$ cat src/rtl/csq_pkg.sv
// Purpose: Shared constants and types for the clock stop sequencer
// Assumes: Single cpu clock at 100 MHz
// Notes: Domain index equals stop number
package csq_pkg;

    localparam int NUM_DOMAINS = 32;
    localparam int NUM_CORES = 8;
    localparam int DOM_IDX_W = 5;
    localparam int DELAY_W = 7;
    localparam int CORE_DOM_LSB = 0;

    localparam int CLK_PERIOD_NS = 10;
    localparam int STOP_GAP_NS = 1280;
    localparam int STOP_GAP_CYC = STOP_GAP_NS / CLK_PERIOD_NS;

    // Counter value v gives a gap of v+1 cycles
    localparam logic [DELAY_W-1:0] DELAY_RESET = DELAY_W'(STOP_GAP_CYC - 1);
    localparam logic [NUM_DOMAINS-1:0] DOMAIN_SEL_RESET = 32'h0000_0001;

    typedef enum logic [1:0] {
        CSQ_IDLE = 2'b00,
        CSQ_STOPPING = 2'b01,
        CSQ_STOPPED = 2'b10,
        CSQ_RELEASING = 2'b11
    } csq_state_t;

    typedef struct packed {
        logic [5:0] spare;
        logic [DOM_IDX_W-1:0] seqPtr;
        logic softMode;
        logic clocksStopped;
        logic busy;
        csq_state_t state;
    } csq_status_t;

    // Lowest set bit; an empty select behaves as domain 0 first
    function automatic logic [DOM_IDX_W-1:0] csq_first_domain(input logic [NUM_DOMAINS-1:0] sel);
        logic [DOM_IDX_W-1:0] idx;
        idx = '0;
        for (int i = NUM_DOMAINS - 1; i >= 0; i--) begin
            if (sel[i]) begin
                idx = DOM_IDX_W'(i);
            end
        end
        return idx;
    endfunction : csq_first_domain

endpackage : csq_pkg

$ cat src/rtl/csq_gap_timer.sv
// Purpose: Programmable gap between successive domain stop steps
// Assumes: delay is stable while a sequence runs
// Notes: Ticks every delay+1 cycles after a restart
`timescale 1ns/1ps
`default_nettype none
module csq_gap_timer
    import csq_pkg::*;
#(
    parameter int W = DELAY_W
) (
    input wire logic ref_clk,
    input wire logic rst,
    input wire logic restart,
    input wire logic [W-1:0] delay,
    output logic tick
);

    logic [W-1:0] count_q;
    logic [W-1:0] count_d;

    always_comb begin
        tick = (count_q == '0) && !restart;
        if (restart || tick) begin
            count_d = delay;
        end else begin
            count_d = count_q - W'(1);
        end
    end

    always_ff @(posedge ref_clk) begin
        if (rst) begin
            count_q <= '0;
        end else begin
            count_q <= count_d;
        end
    end

endmodule : csq_gap_timer
`default_nettype wire

$ cat src/rtl/csq_clock_stop_sequencer.sv
// Purpose: Hard and soft clock stop sequencer with serial, parallel and mixed order
// Assumes: All request inputs are one-cycle pulses from logic on ref_clk
// Notes: Reset, clock control and test control clocks have no stop output here
// Operation
// Flush request stops clocks; flush completion restarts them.
// Hard stop proceeds at once, never waiting for quiescence.
// Soft stop only touches cores, each stopped once it reports quiescent.
// Several cores can soft stop together and resume after restart.
// Serial stops are spaced by 128 cycles by default.
// Selected domain stops first, the rest follow in fixed order.
// Parallel domains all stop on the same cycle.
// Controller sets all select bits for a fully parallel stop.
// Thirty-two bit select register loaded by its own instruction; bit is stop number.
// A single set bit marks the serial start domain.
// Set bits stop together, clear bits follow serially.
// Hard stop covers all 32 domains, soft stop cores only; never control unit clocks.
// Hard stop triggers: flush, hard stop instruction, debug event.
// Sequencer state readable through a status instruction.
// Controller dumps scan only after status shows clocks stopped.
// Clocks restart only on the clock start instruction or flush completion.
// Seven-bit programmable gap, reset 128 cycles, zero means one cycle.
// Serial order wraps round until it reaches the first domain.
// Release proceeds in sequence from the selected start domain.
// Stop numbers 0 to 7 are the eight core domains.
// Stopped flag sets when all selected stops are on, clears at restart.
// Stop requests during a sequence are ignored until restart. The code keeps ignoring them until the release walk returns to idle.
`timescale 1ns/1ps
`default_nettype none
module csq_clock_stop_sequencer
    import csq_pkg::*;
(
    input wire logic ref_clk,
    input wire logic rst,
    input wire logic hardStopInstr,
    input wire logic softStopInstr,
    input wire logic clockStartInstr,
    input wire logic domainLoadInstr,
    input wire logic [NUM_DOMAINS-1:0] domainData,
    input wire logic delayLoadInstr,
    input wire logic [DELAY_W-1:0] delayData,
    input wire logic statusReadInstr,
    input wire logic flushReq,
    input wire logic flushDone,
    input wire logic debugHardReq,
    input wire logic [NUM_CORES-1:0] debugSoftReq,
    input wire logic [NUM_CORES-1:0] coreSelect,
    input wire logic [NUM_CORES-1:0] coreQuiescent,
    output logic [NUM_DOMAINS-1:0] domainStop,
    output logic clocksStopped,
    output csq_status_t statusData,
    output logic statusValid,
    output logic [NUM_DOMAINS-1:0] domainSelRead
);

    csq_state_t state_q, state_d;
    logic [NUM_DOMAINS-1:0] seqStop_q, seqStop_d;
    logic [DOM_IDX_W-1:0] ptr_q, ptr_d;
    logic [DOM_IDX_W-1:0] startPtr_q, startPtr_d;
    logic [DOM_IDX_W-1:0] nextPtr;
    logic [DOM_IDX_W-1:0] firstDom;
    logic softMode_q, softMode_d;
    logic [NUM_CORES-1:0] targets_q, targets_d;
    logic [NUM_CORES-1:0] coreHeld_q, coreHeld_d;
    logic [NUM_DOMAINS-1:0] domainSel_q, domainSel_d;
    logic [NUM_DOMAINS-1:0] selEff;
    logic [DELAY_W-1:0] delay_q, delay_d;
    logic [NUM_DOMAINS-1:0] domainStop_q, domainStop_d;
    logic clocksStopped_q, clocksStopped_d;
    csq_status_t statusData_q, statusData_d;
    logic statusValid_q;
    logic hardReq;
    logic softReq;
    logic restartReq;
    logic timerRestart;
    logic tick;

    assign hardReq = hardStopInstr || flushReq || debugHardReq;
    assign softReq = softStopInstr || (|debugSoftReq);
    assign restartReq = clockStartInstr || flushDone;
    assign selEff = (domainSel_q == '0) ? DOMAIN_SEL_RESET : domainSel_q;
    assign firstDom = csq_first_domain(selEff);
    assign nextPtr = ptr_q + DOM_IDX_W'(1);

    csq_gap_timer #(
        .W(DELAY_W)
    ) u_gap_timer (
        .ref_clk(ref_clk),
        .rst(rst),
        .restart(timerRestart),
        .delay(delay_q),
        .tick(tick)
    );

    // Sequencer
    always_comb begin
        state_d = state_q;
        seqStop_d = seqStop_q;
        ptr_d = ptr_q;
        startPtr_d = startPtr_q;
        softMode_d = softMode_q;
        targets_d = targets_q;
        timerRestart = 1'b0;
        case (state_q)
            CSQ_IDLE: begin
                if (hardReq || softReq) begin
                    // Hard takes priority when both arrive together
                    state_d = CSQ_STOPPING;
                    softMode_d = !hardReq;
                    targets_d = softStopInstr ? coreSelect : debugSoftReq;
                    startPtr_d = firstDom;
                    ptr_d = firstDom;
                    seqStop_d = selEff;
                    timerRestart = 1'b1;
                end
            end
            CSQ_STOPPING: begin
                // New stop requests fall through here unheard
                if (restartReq) begin
                    state_d = CSQ_RELEASING;
                    ptr_d = startPtr_q;
                    seqStop_d[startPtr_q] = 1'b0;
                    timerRestart = 1'b1;
                end else if (tick) begin
                    ptr_d = nextPtr;
                    if (nextPtr == startPtr_q) begin
                        state_d = CSQ_STOPPED;
                    end else begin
                        seqStop_d[nextPtr] = 1'b1;
                    end
                end
            end
            CSQ_STOPPED: begin
                if (restartReq) begin
                    state_d = CSQ_RELEASING;
                    ptr_d = startPtr_q;
                    seqStop_d[startPtr_q] = 1'b0;
                    timerRestart = 1'b1;
                end
            end
            CSQ_RELEASING: begin
                if (tick) begin
                    ptr_d = nextPtr;
                    if (nextPtr == startPtr_q) begin
                        state_d = CSQ_IDLE;
                        seqStop_d = '0;
                        targets_d = '0;
                        softMode_d = 1'b0;
                    end else begin
                        seqStop_d[nextPtr] = 1'b0;
                    end
                end
            end
            default: begin
                state_d = CSQ_IDLE;
                seqStop_d = '0;
            end
        endcase
    end

    always_ff @(posedge ref_clk) begin
        if (rst) begin
            state_q <= CSQ_IDLE;
            seqStop_q <= '0;
            ptr_q <= '0;
            startPtr_q <= '0;
            softMode_q <= 1'b0;
            targets_q <= '0;
        end else begin
            state_q <= state_d;
            seqStop_q <= seqStop_d;
            ptr_q <= ptr_d;
            startPtr_q <= startPtr_d;
            softMode_q <= softMode_d;
            targets_q <= targets_d;
        end
    end

    // Stop outputs and flags
    always_comb begin
        // A core is held stopped only after it reported quiescent; it stays held despite later activity
        coreHeld_d = '0;
        if (softMode_q) begin
            coreHeld_d = (coreHeld_q | (seqStop_q[CORE_DOM_LSB +: NUM_CORES] & targets_q & coreQuiescent))
                & seqStop_q[CORE_DOM_LSB +: NUM_CORES];
        end
        if (softMode_q) begin
            domainStop_d = '0;
            domainStop_d[CORE_DOM_LSB +: NUM_CORES] = coreHeld_q;
        end else begin
            domainStop_d = seqStop_q;
        end
        clocksStopped_d = (state_q == CSQ_STOPPED) && !restartReq
            && (softMode_q ? (coreHeld_q == targets_q) : (domainStop_q == seqStop_q));
        domainSel_d = domainLoadInstr ? domainData : domainSel_q;
        delay_d = delayLoadInstr ? delayData : delay_q;
        statusData_d = statusData_q;
        if (statusReadInstr) begin
            statusData_d.spare = '0;
            statusData_d.seqPtr = ptr_q;
            statusData_d.softMode = softMode_q;
            statusData_d.clocksStopped = clocksStopped_q;
            statusData_d.busy = (state_q != CSQ_IDLE);
            statusData_d.state = state_q;
        end
    end

    always_ff @(posedge ref_clk) begin
        if (rst) begin
            coreHeld_q <= '0;
            domainStop_q <= '0;
            clocksStopped_q <= 1'b0;
            domainSel_q <= DOMAIN_SEL_RESET;
            delay_q <= DELAY_RESET;
            statusData_q <= '0;
            statusValid_q <= 1'b0;
        end else begin
            coreHeld_q <= coreHeld_d;
            domainStop_q <= domainStop_d;
            clocksStopped_q <= clocksStopped_d;
            domainSel_q <= domainSel_d;
            delay_q <= delay_d;
            statusData_q <= statusData_d;
            statusValid_q <= statusReadInstr;
        end
    end

    assign domainStop = domainStop_q;
    assign clocksStopped = clocksStopped_q;
    assign statusData = statusData_q;
    assign statusValid = statusValid_q;
    assign domainSelRead = domainSel_q;

    logic [7:0] sinceStep_q;
    always_ff @(posedge ref_clk) begin
        if (rst || timerRestart || tick) begin
            sinceStep_q <= '0;
        end else if (sinceStep_q != 8'hff) begin
            sinceStep_q <= sinceStep_q + 8'h01;
        end
    end
endmodule : csq_clock_stop_sequencer
`default_nettype wire

$ cat config.mk
export PLATFORM = sky130hd
export DESIGN_NAME = csq_clock_stop_sequencer
export DESIGN_NICKNAME = d
export VERILOG_FILES = /design/src/rtl/csq_pkg.sv /design/src/rtl/csq_gap_timer.sv /design/src/rtl/csq_clock_stop_sequencer.sv
export SDC_FILE = /design/constraint.sdc
export NUM_CORES = 1
export LEC_CHECK = 0
export ABC_AREA = 0
export BUFFER_PORTS_ARGS = -buffer_cell sky130_fd_sc_hd__buf_2
export CELL_PAD_IN_SITES_DETAIL_PLACEMENT = 0
export CELL_PAD_IN_SITES_GLOBAL_PLACEMENT = 1
export CORE_MARGIN = 2
export CORE_UTILIZATION = 45
export DETAILED_ROUTE_END_ITERATION = 7
export PLACE_DENSITY_LB_ADDON = 0.15
export SLEW_MARGIN = 25
export SYNTH_ARGS = -nofsm -noshare
export SYNTH_HDL_FRONTEND = slang
export SYNTH_SLANG_ARGS = --single-unit
$ cat constraint.sdc
create_clock -name ref_clk -period 6.67 [get_ports ref_clk]
set_clock_uncertainty 0.15 [all_clocks]
set_input_delay 0.667 -clock ref_clk [delete_from_list [all_inputs] [get_ports ref_clk]]
set_output_delay 0.667 -clock ref_clk [all_outputs]
set_load 0.01 [all_outputs]
Word level (Yosys, flattened, before mapping). Cells that the tools add are included.

Add/sub/neg operators: 2. Order comparisons: 4. Equality and inequality tests: 13. Mux-type cells: 73. Bitwise operators: 10. Reductions and logical operators: 28.

Operators by type and width (number): 2-to-1 mux 32 bit (8); 2-to-1 mux 5 bit (36); case mux 32 bit (4 select lines) (1); AND 32 bit (2); inverter 32 bit (2); 2-to-1 mux 8 bit (5); equality test 32 bit (1); zero test 32 bit (1); bitwise OR 32 bit (1); AND 8 bit (3); case mux 5 bit (4 select lines) (1); case mux 8 bit (2 select lines) (1); 2-to-1 mux 2 bit (7); less-than comparator 5 x 6 -> 1 bit (second input constant) (2); demux 1 bit (select 5 bit) (2); >= comparator 5 x 1 -> 1 bit (second input constant) (2); inequality test 3 bit (second input constant) (3); equality test 8 bit (1); 2-to-1 mux 1 bit (8); inequality test 2 bit (second input constant) (4); bitwise OR 8 bit (1); case mux 2 bit (4 select lines) (1); OR reduction 8 bit (1); zero test 7 bit (1); other kinds (18) (35).

Bits in registers: 151. Output and inout port bits: 82. Logic and storage cells: 149.

Depth between registers and ports, before layout.
Depth after elaboration: 36. Gate-level depth with buffers: 12. Depth with buffers taken out: 9.

Modules after synthesis. A second synthesis with hierarchy kept.

Cells, all modules: 1012. Area total of the unflattened synthesis: 8480.6 µm².

By module, submodules not included: csq_clock_stop_sequencer (times used 1, cells each 960, area each 7993.9 µm²); csq_gap_timer (times used 1, cells each 52, area each 486.7 µm²).

Worst setup path before layout. Ideal clock, no wire load.

Kind: input port to flip-flop. Start: input port debugSoftReq[0]. End: register seqStop_q[12]. Data arrival time: 2.612 ns. Slack: 3.776 ns. Cell stages on the path: 10. Path buffers: 3. Cells stage by stage: or4_4 > o41a_1 > buf_6 > nand2_4 > o21ai_2 > a21o_1 > buf_6 > buf_6 > o31ai_1 > a21oi_1.

Longest elaborated chain between the ends: 9.

Ends and longest elaborated chain: from (decl) (RTL line csq_clock_stop_sequencer.sv:45) `input wire logic [NUM_CORES-1:0] debugSoftReq,`; OR reduction 8 bit * (RTL line csq_clock_stop_sequencer.sv:78) `assign softReq = softStopInstr || (|debugSoftReq);`; logical OR 1 bit * (RTL line csq_clock_stop_sequencer.sv:78); logical OR 1 bit * (RTL line csq_clock_stop_sequencer.sv:105) `if (hardReq || softReq) begin`; 2-to-1 mux 1 bit (RTL line csq_clock_stop_sequencer.sv:105); case mux 1 bit (2 select lines) (RTL line csq_clock_stop_sequencer.sv:103) `case (state_q)`; zero test 1 bit (RTL line csq_gap_timer.sv:22) `tick = (count_q == '0) && !restart;`; logical AND 1 bit (RTL line csq_gap_timer.sv:22); inequality test 3 bit (no source line) / inequality test 2 bit (equally long branches); AND reduction 5 bit (no source line) *; to (signal assigned) (RTL line csq_clock_stop_sequencer.sv:170) `seqStop_q <= seqStop_d;`; to (decl) (RTL line csq_clock_stop_sequencer.sv:56) `logic [NUM_DOMAINS-1:0] seqStop_q, seqStop_d;`.

Every way passes the cells marked *; elsewhere a longest branch is shown, timed or not. A chain may end at the register's enable or synchronous reset.

Final worst setup path.
Start: register state_q[0]. End: register seqStop_q[3].

Longest elaborated chain between the ends: 7.

Ends and longest elaborated chain: from (decl) (RTL line csq_clock_stop_sequencer.sv:55) `csq_state_t state_q, state_d;`; from (signal assigned) (RTL line csq_clock_stop_sequencer.sv:169) `state_q <= state_d;`; equality test 2 bit / equality test 2 x 1 -> 1 bit (equally long branches) (RTL line csq_clock_stop_sequencer.sv:103); OR reduction 2 bit (no source line); case mux 1 bit (2 select lines) (RTL line csq_clock_stop_sequencer.sv:103); zero test 1 bit (RTL line csq_gap_timer.sv:22); logical AND 1 bit (RTL line csq_gap_timer.sv:22); inequality test 3 bit (no source line) / inequality test 2 bit (equally long branches); AND reduction 5 bit (no source line).

Parallel ways exist; a longest one is shown, timed or not.

==> insert_results.sql <==
INSERT INTO impl_metrics (metric_group, metric, value, unit) VALUES
('logic_synthesis', 'netlist.area_leader.share', '0.360', ''),
('timing', 'setup_total_negative_slack', '0', 'ps'),
('clock_tree', 'post_cts_hold_buffer_count', '0', ''),
('clock_tree', 'clkLatencyLatePin', '430', 'ps'),
('logic_synthesis', 'number_of_flip_flops_and_latches_in_the_synthesized_netlist', '151', ''),
('detailed_routing', 'drtPass1Iterations', '7', ''),
('detailed_routing', 'route.final.wire_length', '26000', 'um'),
('floorplanning', 'core_area', '18100', 'um2'),
('final_layout', 'finalNetCount', '1181', ''),
('placed_design', 'post-place-cells', '1308', ''),
('clock_tree', 'cts_resized', '0', ''),
('detailed_routing', 'vias_per_inst', '5.83', ''),
('clock_tree', 'cts_tree', 'yes', ''),
('run_status', 'status', 'finished clean', ''),
('final_layout', 'final_design_area_no_fill', '9780', 'um2'),
('detailed_routing', 'remaining_drc_errors', '0', ''),
('job', 'max_cap_viols', '0', ''),
('final_layout', 'num_antenna_cells', '0', ''),
('power', 'pwrdens', '409', 'nW/um2'),
('floorplanning', 'fp.dieArea', '19800', 'um2'),
('logic_synthesis', 'post_synth_top_cells', 'sky130_fd_sc_hd__dfxtp_1 (151), sky130_fd_sc_hd__nor2_1 (116), sky130_fd_sc_hd__nand2_1 (95)', ''),
('timing', 'finalHoldWorstSlack', '290', 'ps'),
('setup_path', 'worst_ep_arrival_time', '3560', 'ps'),
('placed_design', 'placed_area', '9160', 'um2'),
('detailed_routing', 'initialDrtViolationCount', '591', ''),
('timing', 'timing.final.crit_period', '3390', 'ps'),
('placed_design', 'finalWeightedCongestion', '0.871', ''),
('clock_tree', 'cts.reportedPaths.clkPinSlew', '60', 'ps'),
('logic_synthesis', 'synth_cell_types', '65', ''),
('timing', 'hold_viol_final', '0', ''),
('power', 'peakVddDrop', '0.193', 'mV'),
('placed_design', 'hpwlAfterDp', '18600', 'um'),
('global_route', 'globalRoute.totalOverflow', '0', ''),
('setup_path', 'worst_setup_path_start_kind', 'flop', ''),
('floorplanning', 'floorplan.die.height', '141', 'um'),
('power', 'leakage_power', '4.26', 'nW'),
('timing', 'post-route-period-util', '0.509', ''),
('global_route', 'grt_max_degree', '76', ''),
('final_layout', 'area.growth.synth_to_final', '16.5', '%'),
('logic_synthesis', 'post_synth.cell_area_avg', '8.44', 'um2'),
('setup_path', 'setup.worst_path.class', 'reg2reg', ''),
('final_layout', 'final_cells', '1340', ''),
('setup_path', 'rrSetupSlack', '3280', 'ps'),
('clock_tree', 'cts_buffers', '17', ''),
('setup_path', 'crit_fanout', '52', ''),
('logic_synthesis', 'synthArstFlopShare', '0', ''),
('detailed_routing', 'dr_wl_met3', '1780', 'um'),
('logic_synthesis', 'synthFlopType', 'sky130_fd_sc_hd__dfxtp_1', ''),
('detailed_routing', 'ant_nets', '0', ''),
('global_route', 'grt_first_pass_wirelength', '40800', 'um'),
('final_layout', 'drive_gt1_frac', '0.203', ''),
('setup_path', 'number_of_cells_traversed_by_the_worst_register_to_register_path', '9', ''),
('logic_synthesis', 'ys_warn_count', '0', ''),
('timing', 'timing.max_slew.rel_slack', '0.336', ''),
('floorplanning', 'count_of_standard_cell_rows', '49', ''),
('setup_path', 'crit_path_end_kind', 'flop', ''),
('clock_tree', 'htreeDepth', '4', ''),
('clock_tree', 'post_cts.repair.setup_buffers', '0', ''),
('setup_path', 'crit_required', '6830', 'ps'),
('logic_synthesis', 'postSynthCellCount', '995', ''),
('logic_synthesis', 'synth_area_leader_cell', 'sky130_fd_sc_hd__dfxtp_1', ''),
('logic_synthesis', 'synth_enable_flop_cells', '0', ''),
('floorplanning', 'dieWidth', '141', 'um'),
('setup_path', 'reg_to_reg_endpoint', 'seqStop_q[3]$_SDFFE_PP0P_', ''),
('detailed_routing', 'post_drt_wl_per_cell', '19.4', 'um'),
('global_route', 'number_of_global_route_vias_before_repair', '7302', ''),
('global_route', 'antenna_violations_before_repair', '0', ''),
('setup_path', 'critical_path.reg2reg.startpoint', 'state_q[0]$_SDFFE_PP0P_', ''),
('logic_synthesis', 'synth_area_leaders', 'sky130_fd_sc_hd__dfxtp_1 (36%), sky130_fd_sc_hd__mux2i_1 (7.7%), sky130_fd_sc_hd__nor2_1 (5.2%), sky130_fd_sc_hd__nand2_1 (4.2%), sky130_fd_sc_hd__xor2_1 (4.1%)', ''),
('setup_path', 'crit_path_end', 'seqStop_q[3]$_SDFFE_PP0P_', ''),
('detailed_routing', 'highest-signal-layer', 'met4', '');
worst min path at each step:
stage,from,end,slack (ps),depth (start not counted)
2_1_floorplan,u_gap_timer.count_q[0]$_SDFF_PP0_,u_gap_timer.count_q[0]$_SDFF_PP0_,290,1
3_3_place_gp,delay_q[6]$_SDFFE_PP1P_,u_gap_timer.count_q[6]$_SDFF_PP0_,300,2
3_5_place_dp,delay_q[6]$_SDFFE_PP1P_,u_gap_timer.count_q[6]$_SDFF_PP0_,310,2
4_1_cts,domainData[0],domainSelRead[0]$_SDFFE_PP1P_,280,2
5_1_grt,domainData[0],domainSelRead[0]$_SDFFE_PP1P_,280,2
6_report,domainData[0],domainSelRead[0]$_SDFFE_PP1P_,290,2
layer usage:
layer,up-vias,global-route usage
met2,305,0.394
met1,3668,0.384
met5,-,0
li1,3801,-
met4,0,0.0826
met3,35,0.0503
cell families (layout without fill, tap and decap cells):
kind of cell / count (synthesis) / after routing / synth area share
compound gates: 245 / 245 / 0.220
xor+xnor: 51 / 51 / 0.0532
fa+ha+maj: 9 / 9 / 0.0134
buf+inv: 88 / 199 / 0.0474
flops: 151 / 151 / 0.360
mux: 65 / 65 / 0.0775
other cells: 1 / 6 / 0.000447
simple gates: 385 / 385 / 0.228
layout by cell type, fill, tap and decap left out, types with 25 or more instances in the layout:
| master | n |
|---|---|
| sky130_fd_sc_hd__and2_1 | 28 |
| sky130_fd_sc_hd__nand2_1 | 95 |
| sky130_fd_sc_hd__a31oi_1 | 41 |
| sky130_fd_sc_hd__a21oi_1 | 46 |
| sky130_fd_sc_hd__nor2_1 | 115 |
| sky130_fd_sc_hd__o21ai_0 | 34 |
| sky130_fd_sc_hd__nor3_1 | 25 |
| sky130_fd_sc_hd__buf_2 | 148 |
| sky130_fd_sc_hd__xor2_1 | 39 |
| sky130_fd_sc_hd__dfxtp_1 | 151 |
| sky130_fd_sc_hd__mux2i_1 | 65 |
sequential cells by signal, indices dropped and copies added, names as in the netlist:
signal               cells
clocksStopped            1
coreHeld_q               8
delay_q                  7
domainSelRead           32
domainStop              32
ptr_q                    5
seqStop_q               32
softMode_q               1
startPtr_q               5
state_q                  2
statusData              10
statusValid              1
targets_q                8
u_gap_timer.count_q      7
area by class of cell:
class | instances | area [um2]
fillers | 1745 | 8360
multi-input cells | 761 | 5020
well taps | 229 | 287
inverters | 13 | 48.8
flip-flops and latches | 151 | 3020
repair buffers | 154 | 786
clock buffers | 20 | 457
clock inverters | 12 | 166
critical path, stage by stage, from the launching register on:
cell and delay (ps):
sky130_fd_sc_hd__dfxtp_1 350, sky130_fd_sc_hd__inv_1 110, sky130_fd_sc_hd__ha_2 220, sky130_fd_sc_hd__or4b_2 580, sky130_fd_sc_hd__nor4_1 440, sky130_fd_sc_hd__a21oi_1 310
sky130_fd_sc_hd__o21ai_2 180, sky130_fd_sc_hd__a21o_4 510, sky130_fd_sc_hd__nor2_1 130, sky130_fd_sc_hd__a32o_1 270
stage by stage:
step	total power [mW]	utilization	setup slack [ps]
floorplan	2.52	-	3780
global placement	2.97	0.504	2840
detailed placement	2.98	0.505	3040
CTS	4.00	0.539	3320
global route	4.25	0.539	3130
finish	4.00	0.539	3280
power breakdown:
group	switching, mW	total [mW]	internal, mW	leakage, nW
Combinational	0.955	1.57	0.612	2.73
Sequential	0.323	1.42	1.10	1.24
Clock	0.397	1.01	0.614	0.298
Note: power is estimated with default switching activity, not from simulation.
